<file path="src/common/rcb_map.vh">
// Constants for the reset, clock-fail and boot-select controller.
`ifndef RCB_MAP_VH
`define RCB_MAP_VH
`define RCB_SRC_FAST_INT 2'h0
`define RCB_SRC_FAST_EXT 2'h1
`define RCB_SRC_PLL 2'h2
`define RCB_RTC_NONE 2'h0
`define RCB_RTC_SLOW_INT 2'h1
`define RCB_RTC_SLOW_EXT 2'h2
`define RCB_BOOT_FLASH 2'h0
`define RCB_BOOT_SYSMEM 2'h1
`define RCB_BOOT_SRAM 2'h2
`define RCB_CAUSE_PIN 0
`define RCB_CAUSE_WWD 1
`define RCB_CAUSE_IWD 2
`define RCB_CAUSE_SW 3
`define RCB_CAUSE_LP 4
`define RCB_CAUSE_POR 5
`define RCB_CAUSE_RST 6'h20
`define RCB_RST_HOLD 2'h2
`define RCB_BOOT_EDGE 3'h4
`define RCB_STACK_ADDR 32'h00000000
`define RCB_RESET_VEC_ADDR 32'h00000004
`define RCB_FAST_EXT_START_US 2
`define RCB_CLK_MHZ 10
`define RCB_FAST_EXT_START_CYC (`RCB_FAST_EXT_START_US * `RCB_CLK_MHZ)
`define RCB_FAIL_TIMEOUT 8'h10
`endif

</file>
<file path="src/rcb_ctrl.v">
// Reset gathering, clock-source control, clock-fail monitor and boot latch.
// Function
// RULE_01: System reset restores all but causes, backup.
// RULE_02: Five sources each raise system reset.
// RULE_03: Distinct cause flag per reset source.
// RULE_04: System clock selects one of three sources.
// RULE_05: Slow internal osc clocks watchdog, optional RTC.
// RULE_06: Slow external osc selectable as RTC clock.
// RULE_07: Each source has independent on/off control.
// RULE_08: Bypass mode tristates fast output pin.
// RULE_09: Clock-fail monitor enabled only by software.
// RULE_10: Monitor starts after startup, stops with oscillator.
// RULE_11: Detected failure switches external oscillator off.
// RULE_12: Failure drives advanced timer break input.
// RULE_13: Failure raises interrupt routed to NMI.
// RULE_14: Failing clock in use: switch to internal.
// RULE_15: Failing clock feeding system PLL: disable PLL.
// RULE_16: Boot space decoded from two boot pins.
// RULE_17: Boot pins latched on fourth edge after reset.
// RULE_18: Board drives boot pins valid after reset.
// RULE_19: Boot pins resampled on leaving standby.
// RULE_20: Processor starts at stack 0, vector 4.
// RULE_21: Held in reset while supply is low.
// RULE_22: Reset pin synchronised, reset held one cycle; code holds it two cycles after the source drops.
// RULE_23: Cause flags persist until software clears.
`include "rcb_map.vh"
module rcb_ctrl (
    input wire clk_sys_in, // System clock, 10 MHz.
    input wire rst_n_in, // Power-on reset, active low, synchronous.
    input wire supply_ok_in, // Main supply above power-on threshold.
    input wire ext_reset_pin_n_in, // External reset pin, active low.
    input wire window_watchdog_in, // Window watchdog end of count.
    input wire independent_watchdog_in, // Independent watchdog end of count.
    input wire sw_reset_req_in, // Software reset request.
    input wire lp_reset_req_in, // Low-power management reset request.
    input wire clear_causes_in, // Software clears reset-cause flags.
    input wire fast_int_on_in, // Fast internal oscillator enable.
    input wire fast_ext_on_in, // Fast external oscillator enable.
    input wire fast_ext_bypass_in, // Fast external bypass mode.
    input wire pll_on_in, // PLL enable.
    input wire pll_from_ext_in, // PLL input is fast external oscillator.
    input wire slow_int_on_in, // Slow internal oscillator enable.
    input wire slow_ext_on_in, // Slow external oscillator enable.
    input wire [1:0] system_clock_sel_in, // Requested system clock source.
    input wire [1:0] rtc_sel_in, // Requested RTC clock source.
    input wire monitor_en_in, // Clock-fail monitor enable.
    input wire fast_ext_tick_in, // Fast external clock activity, async.
    input wire standby_exit_in, // Pulse when leaving standby.
    input wire boot_select_0_in, // Boot pin 0.
    input wire boot_select_1_in, // Boot pin 1.
    output reg sys_reset_n_out, // System reset to the core, active low.
    output reg [5:0] clock_ctrl_status_reg_out, // Reset-cause flags.
    output reg fast_int_en_out, // Fast internal oscillator run.
    output reg fast_ext_en_out, // Fast external oscillator run.
    output reg pll_en_out, // PLL run.
    output reg slow_int_en_out, // Slow internal oscillator run.
    output reg slow_ext_en_out, // Slow external oscillator run.
    output reg [1:0] system_clock_sel_out, // Active system clock source.
    output reg [1:0] rtc_clock_sel_out, // Active RTC clock source.
    output reg fast_pin_b_oe_out, // Fast oscillator output pin drive.
    output reg monitor_active_out, // Detector running.
    output reg advanced_timer_break_out, // Failure event to timer break.
    output reg clock_fail_irq_out, // Clock-fail NMI request, sticky.
    output reg [1:0] boot_space_out, // Latched boot space.
    output reg boot_done_out, // Boot pins latched, fetch may start.
    output wire [31:0] stack_addr_out, // Initial stack pointer address.
    output wire [31:0] reset_vec_addr_out // First fetch address.
);
    reg pin_s1_q, pin_s2_q, tick_s1_q, tick_s2_q, tick_s3_q;
    reg boot_select_0_s1_q, boot_select_0_s2_q, boot_select_1_s1_q, boot_select_1_s2_q;
    reg [1:0] hold_q;
    reg [2:0] boot_cnt_q;
    reg [7:0] start_cnt_q;
    reg [7:0] idle_cnt_q;
    reg ext_kill_q;
    reg pll_kill_q;
    reg use_int_q;
    wire [4:0] src;
    wire any_src;
    wire sys_rst;
    wire fail;
    wire ext_in_use;
    wire boot_pulse;

    // Synchronised reset pin, both watchdogs, software and low-power requests are the five sources here.
    assign src = {lp_reset_req_in, sw_reset_req_in, independent_watchdog_in,
                  window_watchdog_in, ~pin_s2_q}; // RULE_02
    assign any_src = |src;
    assign sys_rst = ~rst_n_in | ~supply_ok_in | any_src | (hold_q != 2'h0); // RULE_21
    assign stack_addr_out = `RCB_STACK_ADDR; // RULE_20
    assign reset_vec_addr_out = `RCB_RESET_VEC_ADDR; // RULE_20
    assign ext_in_use = (system_clock_sel_out == `RCB_SRC_FAST_EXT) |
                        ((system_clock_sel_out == `RCB_SRC_PLL) & pll_from_ext_in);
    assign fail = monitor_active_out & (idle_cnt_q == `RCB_FAIL_TIMEOUT);
    assign boot_pulse = (boot_cnt_q == `RCB_BOOT_EDGE - 3'h1);

    always @(posedge clk_sys_in) begin
        pin_s1_q <= ext_reset_pin_n_in; // RULE_22
        pin_s2_q <= pin_s1_q;
        tick_s1_q <= fast_ext_tick_in;
        tick_s2_q <= tick_s1_q;
        tick_s3_q <= tick_s2_q;
        boot_select_0_s1_q <= boot_select_0_in;
        boot_select_0_s2_q <= boot_select_0_s1_q;
        boot_select_1_s1_q <= boot_select_1_in;
        boot_select_1_s2_q <= boot_select_1_s1_q;
    end

    // Reset stretch and cause flags; causes survive system reset.
    always @(posedge clk_sys_in) begin
        if (!rst_n_in || !supply_ok_in) begin
            hold_q <= `RCB_RST_HOLD;
            clock_ctrl_status_reg_out <= `RCB_CAUSE_RST;
            sys_reset_n_out <= 1'b0;
        end else begin
            if (any_src) begin
                hold_q <= `RCB_RST_HOLD; // RULE_22
            end else if (hold_q != 2'h0) begin
                hold_q <= hold_q - 2'h1;
            end
            sys_reset_n_out <= ~sys_rst;
            // Set wins over a coincident clear.
            clock_ctrl_status_reg_out <= (clear_causes_in ? 6'h00 : clock_ctrl_status_reg_out)
                                         | {1'b0, src}; // RULE_03 RULE_23
        end
    end

    // Clock control under system reset, which spares the cause flags.
    always @(posedge clk_sys_in) begin
        if (sys_rst) begin // RULE_01
            ext_kill_q <= 1'b0;
            pll_kill_q <= 1'b0;
            use_int_q <= 1'b0;
            start_cnt_q <= 8'h00;
            idle_cnt_q <= 8'h00;
            monitor_active_out <= 1'b0;
            advanced_timer_break_out <= 1'b0;
            clock_fail_irq_out <= 1'b0;
            fast_int_en_out <= 1'b1;
            fast_ext_en_out <= 1'b0;
            pll_en_out <= 1'b0;
            slow_int_en_out <= 1'b0;
            slow_ext_en_out <= 1'b0;
            system_clock_sel_out <= `RCB_SRC_FAST_INT;
            rtc_clock_sel_out <= `RCB_RTC_NONE;
            fast_pin_b_oe_out <= 1'b0;
        end else begin
            // Kills stay until software drops the matching enable.
            if (fail) begin
                ext_kill_q <= 1'b1; // RULE_11
                if (ext_in_use) begin
                    use_int_q <= 1'b1; // RULE_14
                end
                if ((system_clock_sel_out == `RCB_SRC_PLL) && pll_from_ext_in) begin
                    pll_kill_q <= 1'b1; // RULE_15
                end
            end else begin
                if (!fast_ext_on_in) ext_kill_q <= 1'b0;
                if (!pll_on_in) pll_kill_q <= 1'b0;
                if (system_clock_sel_in == `RCB_SRC_FAST_INT) use_int_q <= 1'b0;
            end
            fast_int_en_out <= fast_int_on_in | use_int_q | fail |
                (system_clock_sel_out == `RCB_SRC_FAST_INT); // RULE_07
            fast_ext_en_out <= fast_ext_on_in & ~ext_kill_q & ~fail; // RULE_07 RULE_11
            pll_en_out <= pll_on_in & ~pll_kill_q &
                ~(fail & (system_clock_sel_out == `RCB_SRC_PLL) & pll_from_ext_in);
            slow_int_en_out <= slow_int_on_in | independent_watchdog_in; // RULE_05
            slow_ext_en_out <= slow_ext_on_in; // RULE_06
            if (fail && ext_in_use) begin
                system_clock_sel_out <= `RCB_SRC_FAST_INT; // RULE_14
            end else if (use_int_q) begin
                system_clock_sel_out <= `RCB_SRC_FAST_INT;
            end else if (system_clock_sel_in == `RCB_SRC_FAST_EXT || system_clock_sel_in == `RCB_SRC_PLL) begin
                system_clock_sel_out <= system_clock_sel_in; // RULE_04
            end else begin
                system_clock_sel_out <= `RCB_SRC_FAST_INT;
            end
            if (rtc_sel_in == `RCB_RTC_SLOW_INT || rtc_sel_in == `RCB_RTC_SLOW_EXT) begin
                rtc_clock_sel_out <= rtc_sel_in; // RULE_05 RULE_06
            end else begin
                rtc_clock_sel_out <= `RCB_RTC_NONE;
            end
            // The output pin is driven only in crystal mode.
            fast_pin_b_oe_out <= fast_ext_en_out & ~fast_ext_bypass_in; // RULE_08
            // Detector waits out startup and stops with the oscillator.
            if (!monitor_en_in || !fast_ext_en_out) begin // RULE_09 RULE_10
                start_cnt_q <= 8'h00;
                monitor_active_out <= 1'b0;
            end else if (start_cnt_q != `RCB_FAST_EXT_START_CYC) begin
                start_cnt_q <= start_cnt_q + 8'h01; // RULE_10
            end else begin
                monitor_active_out <= 1'b1;
            end
            if (!monitor_active_out || (tick_s3_q != tick_s2_q)) begin
                idle_cnt_q <= 8'h00;
            end else if (idle_cnt_q != `RCB_FAIL_TIMEOUT) begin
                idle_cnt_q <= idle_cnt_q + 8'h01;
            end
            advanced_timer_break_out <= fail; // RULE_12
            if (fail) begin
                clock_fail_irq_out <= 1'b1; // RULE_13
            end
        end
    end

    // Boot latch at the fourth edge after release or standby exit.
    always @(posedge clk_sys_in) begin
        if (sys_rst || standby_exit_in) begin // RULE_19
            boot_cnt_q <= 3'h0;
            boot_done_out <= 1'b0;
            if (sys_rst) boot_space_out <= `RCB_BOOT_FLASH;
        end else if (!boot_done_out) begin
            boot_cnt_q <= boot_cnt_q + 3'h1;
            if (boot_pulse) begin // RULE_17 RULE_18
                boot_done_out <= 1'b1;
                if (!boot_select_0_s2_q) begin
                    boot_space_out <= `RCB_BOOT_FLASH; // RULE_16
                end else if (!boot_select_1_s2_q) begin
                    boot_space_out <= `RCB_BOOT_SYSMEM; // RULE_16
                end else begin
                    boot_space_out <= `RCB_BOOT_SRAM; // RULE_16
                end
            end
        end
    end
endmodule // rcb_ctrl

</file>
<file path="config.mk">
export PLATFORM = sky130hd
export DESIGN_NAME = rcb_ctrl
export DESIGN_NICKNAME = d
export VERILOG_FILES = /design/src/rcb_ctrl.v
export VERILOG_INCLUDE_DIRS = /design/src /design/src/common
export SDC_FILE = /design/constraint.sdc
export NUM_CORES = 1
export LEC_CHECK = 0
export BUFFER_PORTS_ARGS = -buffer_cell sky130_fd_sc_hd__buf_2
export CORE_UTILIZATION = 44
export DETAILED_ROUTE_END_ITERATION = 16
export MAX_ROUTING_LAYER = met4
export PLACE_DENSITY_LB_ADDON = 0.12
export SLEW_MARGIN = 40
export SYNTH_ARGS = -nofsm -noshare
export SYNTH_HDL_FRONTEND = slang
export SYNTH_SLANG_ARGS = --single-unit
</file>
<file path="constraint.sdc">
create_clock -name clk_sys_in -period 1.8 [get_ports clk_sys_in]
set_input_delay 0.09 -clock clk_sys_in [delete_from_list [all_inputs] [get_ports clk_sys_in]]
set_output_delay 0.09 -clock clk_sys_in [all_outputs]
set_load 0.02 [all_outputs]
</file>
; Word level (Yosys, flattened, before mapping)
; Index checks and enable logic that the tools add are counted.
[word_totals]
regBits = 56
latch_bits = 0
ram_bits = 0
romBits = 0
inputBits = 25
output_inout_bits = 87
wordCells = 125
mem_count = 0
[op_classes]
n_addsub = 4
n_mul = 0
n_div = 0
magnitude_cmp = 0
eq_ne = 17
shifts = 0
mux = 17
bitwise_logic = 29
reduce_logical = 27
[ops]
columns = cell, n
row1 = "8-bit by 1-bit adder with 8-bit output, second input constant", 2
row2 = "8-bit by 5-bit inequality test with 1-bit output, second input constant", 2
row3 = 2-bit two-way mux, 6
row4 = 1-bit inverter, 11
row5 = 1-bit two-way mux, 10
row6 = "2-bit by 1-bit inequality test with 1-bit output, second input constant", 5
row7 = 1-bit AND, 9
row8 = "8-bit by 5-bit == test with 1-bit output, second input constant", 1
row9 = 1-bit OR, 8
row10 = "2-bit by 1-bit == test with 1-bit output, second input constant", 3
row11 = "2-bit == test, second input constant", 3
row12 = 1-bit logical OR, 6
row13 = 6-bit two-way mux, 1
row14 = 6-bit by 5-bit OR with 6-bit output, 1
row15 = 2-bit nonzero test, 3
row16 = 2-bit OR reduction, 3
row17 = 6-bit OR reduction, 1
row18 = 1-bit logical NOT, 5
row19 = 5-bit OR reduction, 1
row20 = 2-bit logical NOT, 2
row21 = 2-bit AND reduction, 2
row22 = 4-bit OR reduction, 1
row23 = "3-bit by 1-bit adder with 3-bit output, second input constant", 1
row24 = "3-bit by 2-bit == test with 1-bit output, second input constant", 1
row25 = 5 further kinds, 6

; Longest topological paths before layout
[logic_depth]
word_depth = 7
depth_mapped = 7
depth_no_buf = 6

; Worst setup path before layout
; No wires, ideal clock.
[synth_timing]
path_type = reg-to-reg
from = register idle_cnt_q[0]
to = register system_clock_sel_out[0]
setup_ps = 115
arrival_time_ps = 1326
t_required_ps = 1685
setup_slack_ps = 359
path_stages_with_launch = 7
n_path_buf = 0
synth_period_minus_slack_ps = 1441
cell_sequence = dfxtp_1 -> inv_1 -> ha_1 -> nor4b_4 -> nand4_2 -> o2111a_1 -> and2_1
[synth_between]
elab_chain_cells = 4
[synth_lines]
columns = item, line_no
row1 = "start, declared", rcb_ctrl.v:74  ; reg [7:0] idle_cnt_q;
row2 = "start signal, assigned", rcb_ctrl.v:197  ; idle_cnt_q <= idle_cnt_q + 8'h01;
row3 = 8-bit by 5-bit == test with 1-bit output (no source line), --
row4 = 1-bit AND, rcb_ctrl.v:94  ; assign fail = monitor_active_out & (idle_cnt_q == `RCB_FAIL_TIMEOUT);
row5 = 1-bit logical AND, rcb_ctrl.v:169  ; if (fail && ext_in_use) begin
row6 = 4-bit OR reduction (no source line), --
row7 = "end signal, assigned", rcb_ctrl.v:170  ; system_clock_sel_out <= `RCB_SRC_FAST_INT;
row8 = "end signal, assigned", rcb_ctrl.v:172  ; system_clock_sel_out <= `RCB_SRC_FAST_INT;
row9 = "end signal, assigned", rcb_ctrl.v:174  ; system_clock_sel_out <= system_clock_sel_in;
row10 = "end, declared", rcb_ctrl.v:58  ; output reg [1:0] system_clock_sel_out,
; Every way passes these cells.
; A chain may end at the register's enable or synchronous reset.

; Final worst setup path
[layout_timing]
from = register idle_cnt_q[0]
to = register system_clock_sel_out[1]
; The elaborated chain is that of the path after synthesis.

==> results_dict.tcl <==
set metrics [dict create \
    synthToLayoutAreaGrowth_pct 11.6 \
    muxShareOfSynthArea_pct 1.56 \
    hold_class "in2reg" \
    yosysWarningCount 0 \
    root_buffer "clkbuf_8" \
    via_per_inst 4.18 \
    fin_setup_tns_ps 0 \
    gp_congestion 0.758 \
    synth_top_family_by_area "buffers and inverters" \
    drt_iter0_markers 25 \
    postSynthCellCount 267 \
    setup_viol 0 \
    drc 0 \
    holdWs_ps 11.1 \
    synth-seq-area-share_pct 44.5 \
    grt_pass1_vias 1451 \
    ys_types 38 \
    cts_sinks 56 \
    crit_fanout 6 \
    clockBufferDepth 2 \
    critical_path_class "reg2reg" \
    yosysTopAreaCellShare_pct 42.2 \
    drv_slew 0 \
    clk_latency_ps 300 \
    hpwl_mm 2.92 \
    peakVddDrop_mv 0.609 \
    synth_area_leaders "dfxtp_1 42%, buf_4 19%, nor2_1 4.7%" \
    io_pins 112 \
    grt.total_usage_pct 13.8 \
    synth_fa_ha_area_share_pct 3.91 \
    cts_resized 0 \
    firstDrtPassIters 4 \
    start_util_pct 46.0 \
    yosys.cell_count.top_type "buf_4" \
    run_status "finished clean" \
    cp.arrival_ps 1760 \
    core_area_sq_mm 0.00557 \
    period_share_pct 86.6 \
    totalWireLength_mm 3.79 \
    worstHoldPathCells 2 \
    min_period_ps 1560 \
    drtAntennaViolNets 0 \
    ys_ff_latch 56 \
    final-hold-violation-count 0 \
    antenna_found_initial 0 \
    synth-simple-area-share_pct 18.4 \
    finalClockSkew_ps 5.11 \
    die_area_sq_mm 0.00613 \
    numPortBuffers 47 \
    synth.largest_area_cell "dfxtp_1" \
    rsz0062_at_grt "no" \
    die_x_um 78.3 \
    synth_edf_count 2 \
    htreeDepth 2 \
    syn_area_per_cell_sq_um 9.60 \
    antenna_cells 0 \
    num_rows 27 \
    yosys-top-cells-count "64 x buf_4, 54 x dfxtp_1, 32 x nor2_1, 12 x inv_1" \
    power_density_mw_per_mm2 844 \
    overflow 0 \
    clk_pin_slew_ps 90 \
    p_leak_nw 1.33 \
    synth_compound_area_share_pct 3.96 \
    n_fill_cell 537 \
    grt_max_degree 18 \
    crit_required_ps 2000 \
    cp-start-kind "flip-flop" \
    die_h_um 78.3 \
    vias 1673 \
    numCtsBuffers 5 \
    drive_gt1_share_pct 20.1 \
    synth_area_sq_mm 0.00256 \
    fin_nets 360 \
    rr_worst_depth 6 \
    yosys.area_share.xor_xnor_pct 5.81 \
    wire_per_inst_um 9.47 \
    grt_pass1_wl_mm 6.38 \
    async_flop_share_pct 0 \
    maxCapViolCount 0 \
    synth_top_flop_cell "dfxtp_1" \
    cts_tree "done" \
    worst_setup_path_end_kind "flip-flop" \
    clock.fmax_mhz 641 \
]
-- routing by layer --
| metal | vias up | routed length, um | GRT usage [%] |
|---|---|---|---|
| met5 | - | 0 | - |
| met4 | 0 | 31 | 5.00 |
| met3 | 2 | 194 | 3.26 |
| met2 | 63 | 1860 | 22.7 |
| met1 | 741 | 1710 | 16.3 |
| li1 | 867 | - | - |
-- worst max-delay path: stages (launching register included) --
cell	delay, ps
dfxtp_1	370
inv_1	70
ha_1	140
nor4b_4	230
nand4_2	210
o2111a_1	290
and2_1	150
-- registers in the layout, indices dropped and copies added (netlist names), 2 cells and up --
signal,count
system_clock_sel_out,2
clock_ctrl_status_reg_out,6
boot_cnt_q,3
idle_cnt_q,8
boot_space_out,2
hold_q,2
rtc_clock_sel_out,2
start_cnt_q,8
-- cell usage in the layout (no fill, tap or decap), types with 2 or more instances in the layout --
cell type      instances
xor2_1                10
mux2i_1                4
xnor2_1                7
a21oi_1               11
bufinv_16              2
and4b_1                2
nor4b_1                2
nand3_1               11
conb_1                64
nand4_1                3
o21ai_0                2
nand2_1                8
nor2_1                32
edfxtp_1               2
dfxtp_1               54
nor3b_1                3
dlygate4sd3_1         10
and2_1                 4
nor3_1                 4
inv_1                 12
ha_1                   8
nand4_2                3
clkbuf_8               5
and3_1                 2
buf_2                 47
-- final timing paths --
check | from | to | slack, ps
max | idle_cnt_q[0] | system_clock_sel_out[1] | 240
min | system_clock_sel_in[1] | system_clock_sel_out[1] | 10
max reg2reg | idle_cnt_q[0] | system_clock_sel_out[1] | 240
min reg2reg | tick_s1_q | tick_s2_q | 330
-- logic make-up (layout without fill, tap and decap cells) --
kind of cell / Yosys count / after routing
other cells: 2 / 64
simple gates: 83 / 83
fa+ha+maj: 8 / 8
compound gates: 17 / 17
flops: 56 / 56
mux: 4 / 4
buf+inv: 80 / 79
xor+xnor: 17 / 17
-- cell type report --
| cell class | count | area, sq um | area share, % |
|---|---|---|---|
| Multi-Input combinational cell | 193 | 1100 | 38.6 |
| Timing Repair Buffer | 58 | 343 | 12.0 |
| Clock buffer | 6 | 72.6 | 2.54 |
| Clock inverter | 2 | 60.1 | 2.10 |
| Tap cell | 72 | 90.1 | 3.15 |
| Inverter | 13 | 50.0 | 1.75 |
| Sequential cell | 56 | 1140 | 39.9 |
-- timing repair --
| action | CTS | global route |
|---|---|---|
| endpoints found under the hold margin | 10 | 0 |
| hold buffers | 10 | 0 |
| setup buffers | 0 | 0 |
-- metrics by stage --
stage	utilization, %	std cells	area, sq um	power (mW)	worst slack (ps)
after floorplan	-	329	2800	1.55	359
after global placement	47.1	382	2630	1.48	280
after detailed placement	47.1	382	2630	1.48	242
after CTS	51.3	400	2860	2.43	225
after global routing	51.3	400	2860	2.51	95.6
final	51.3	400	2860	2.41	241
-- where the power goes --
group          internal (mW)  switching, mW
sequential              1.26        0.00633
combinational         0.0478          0.156
clock                  0.556          0.386
total                   1.86          0.548
Note: power is estimated with default switching activity, not from simulation.
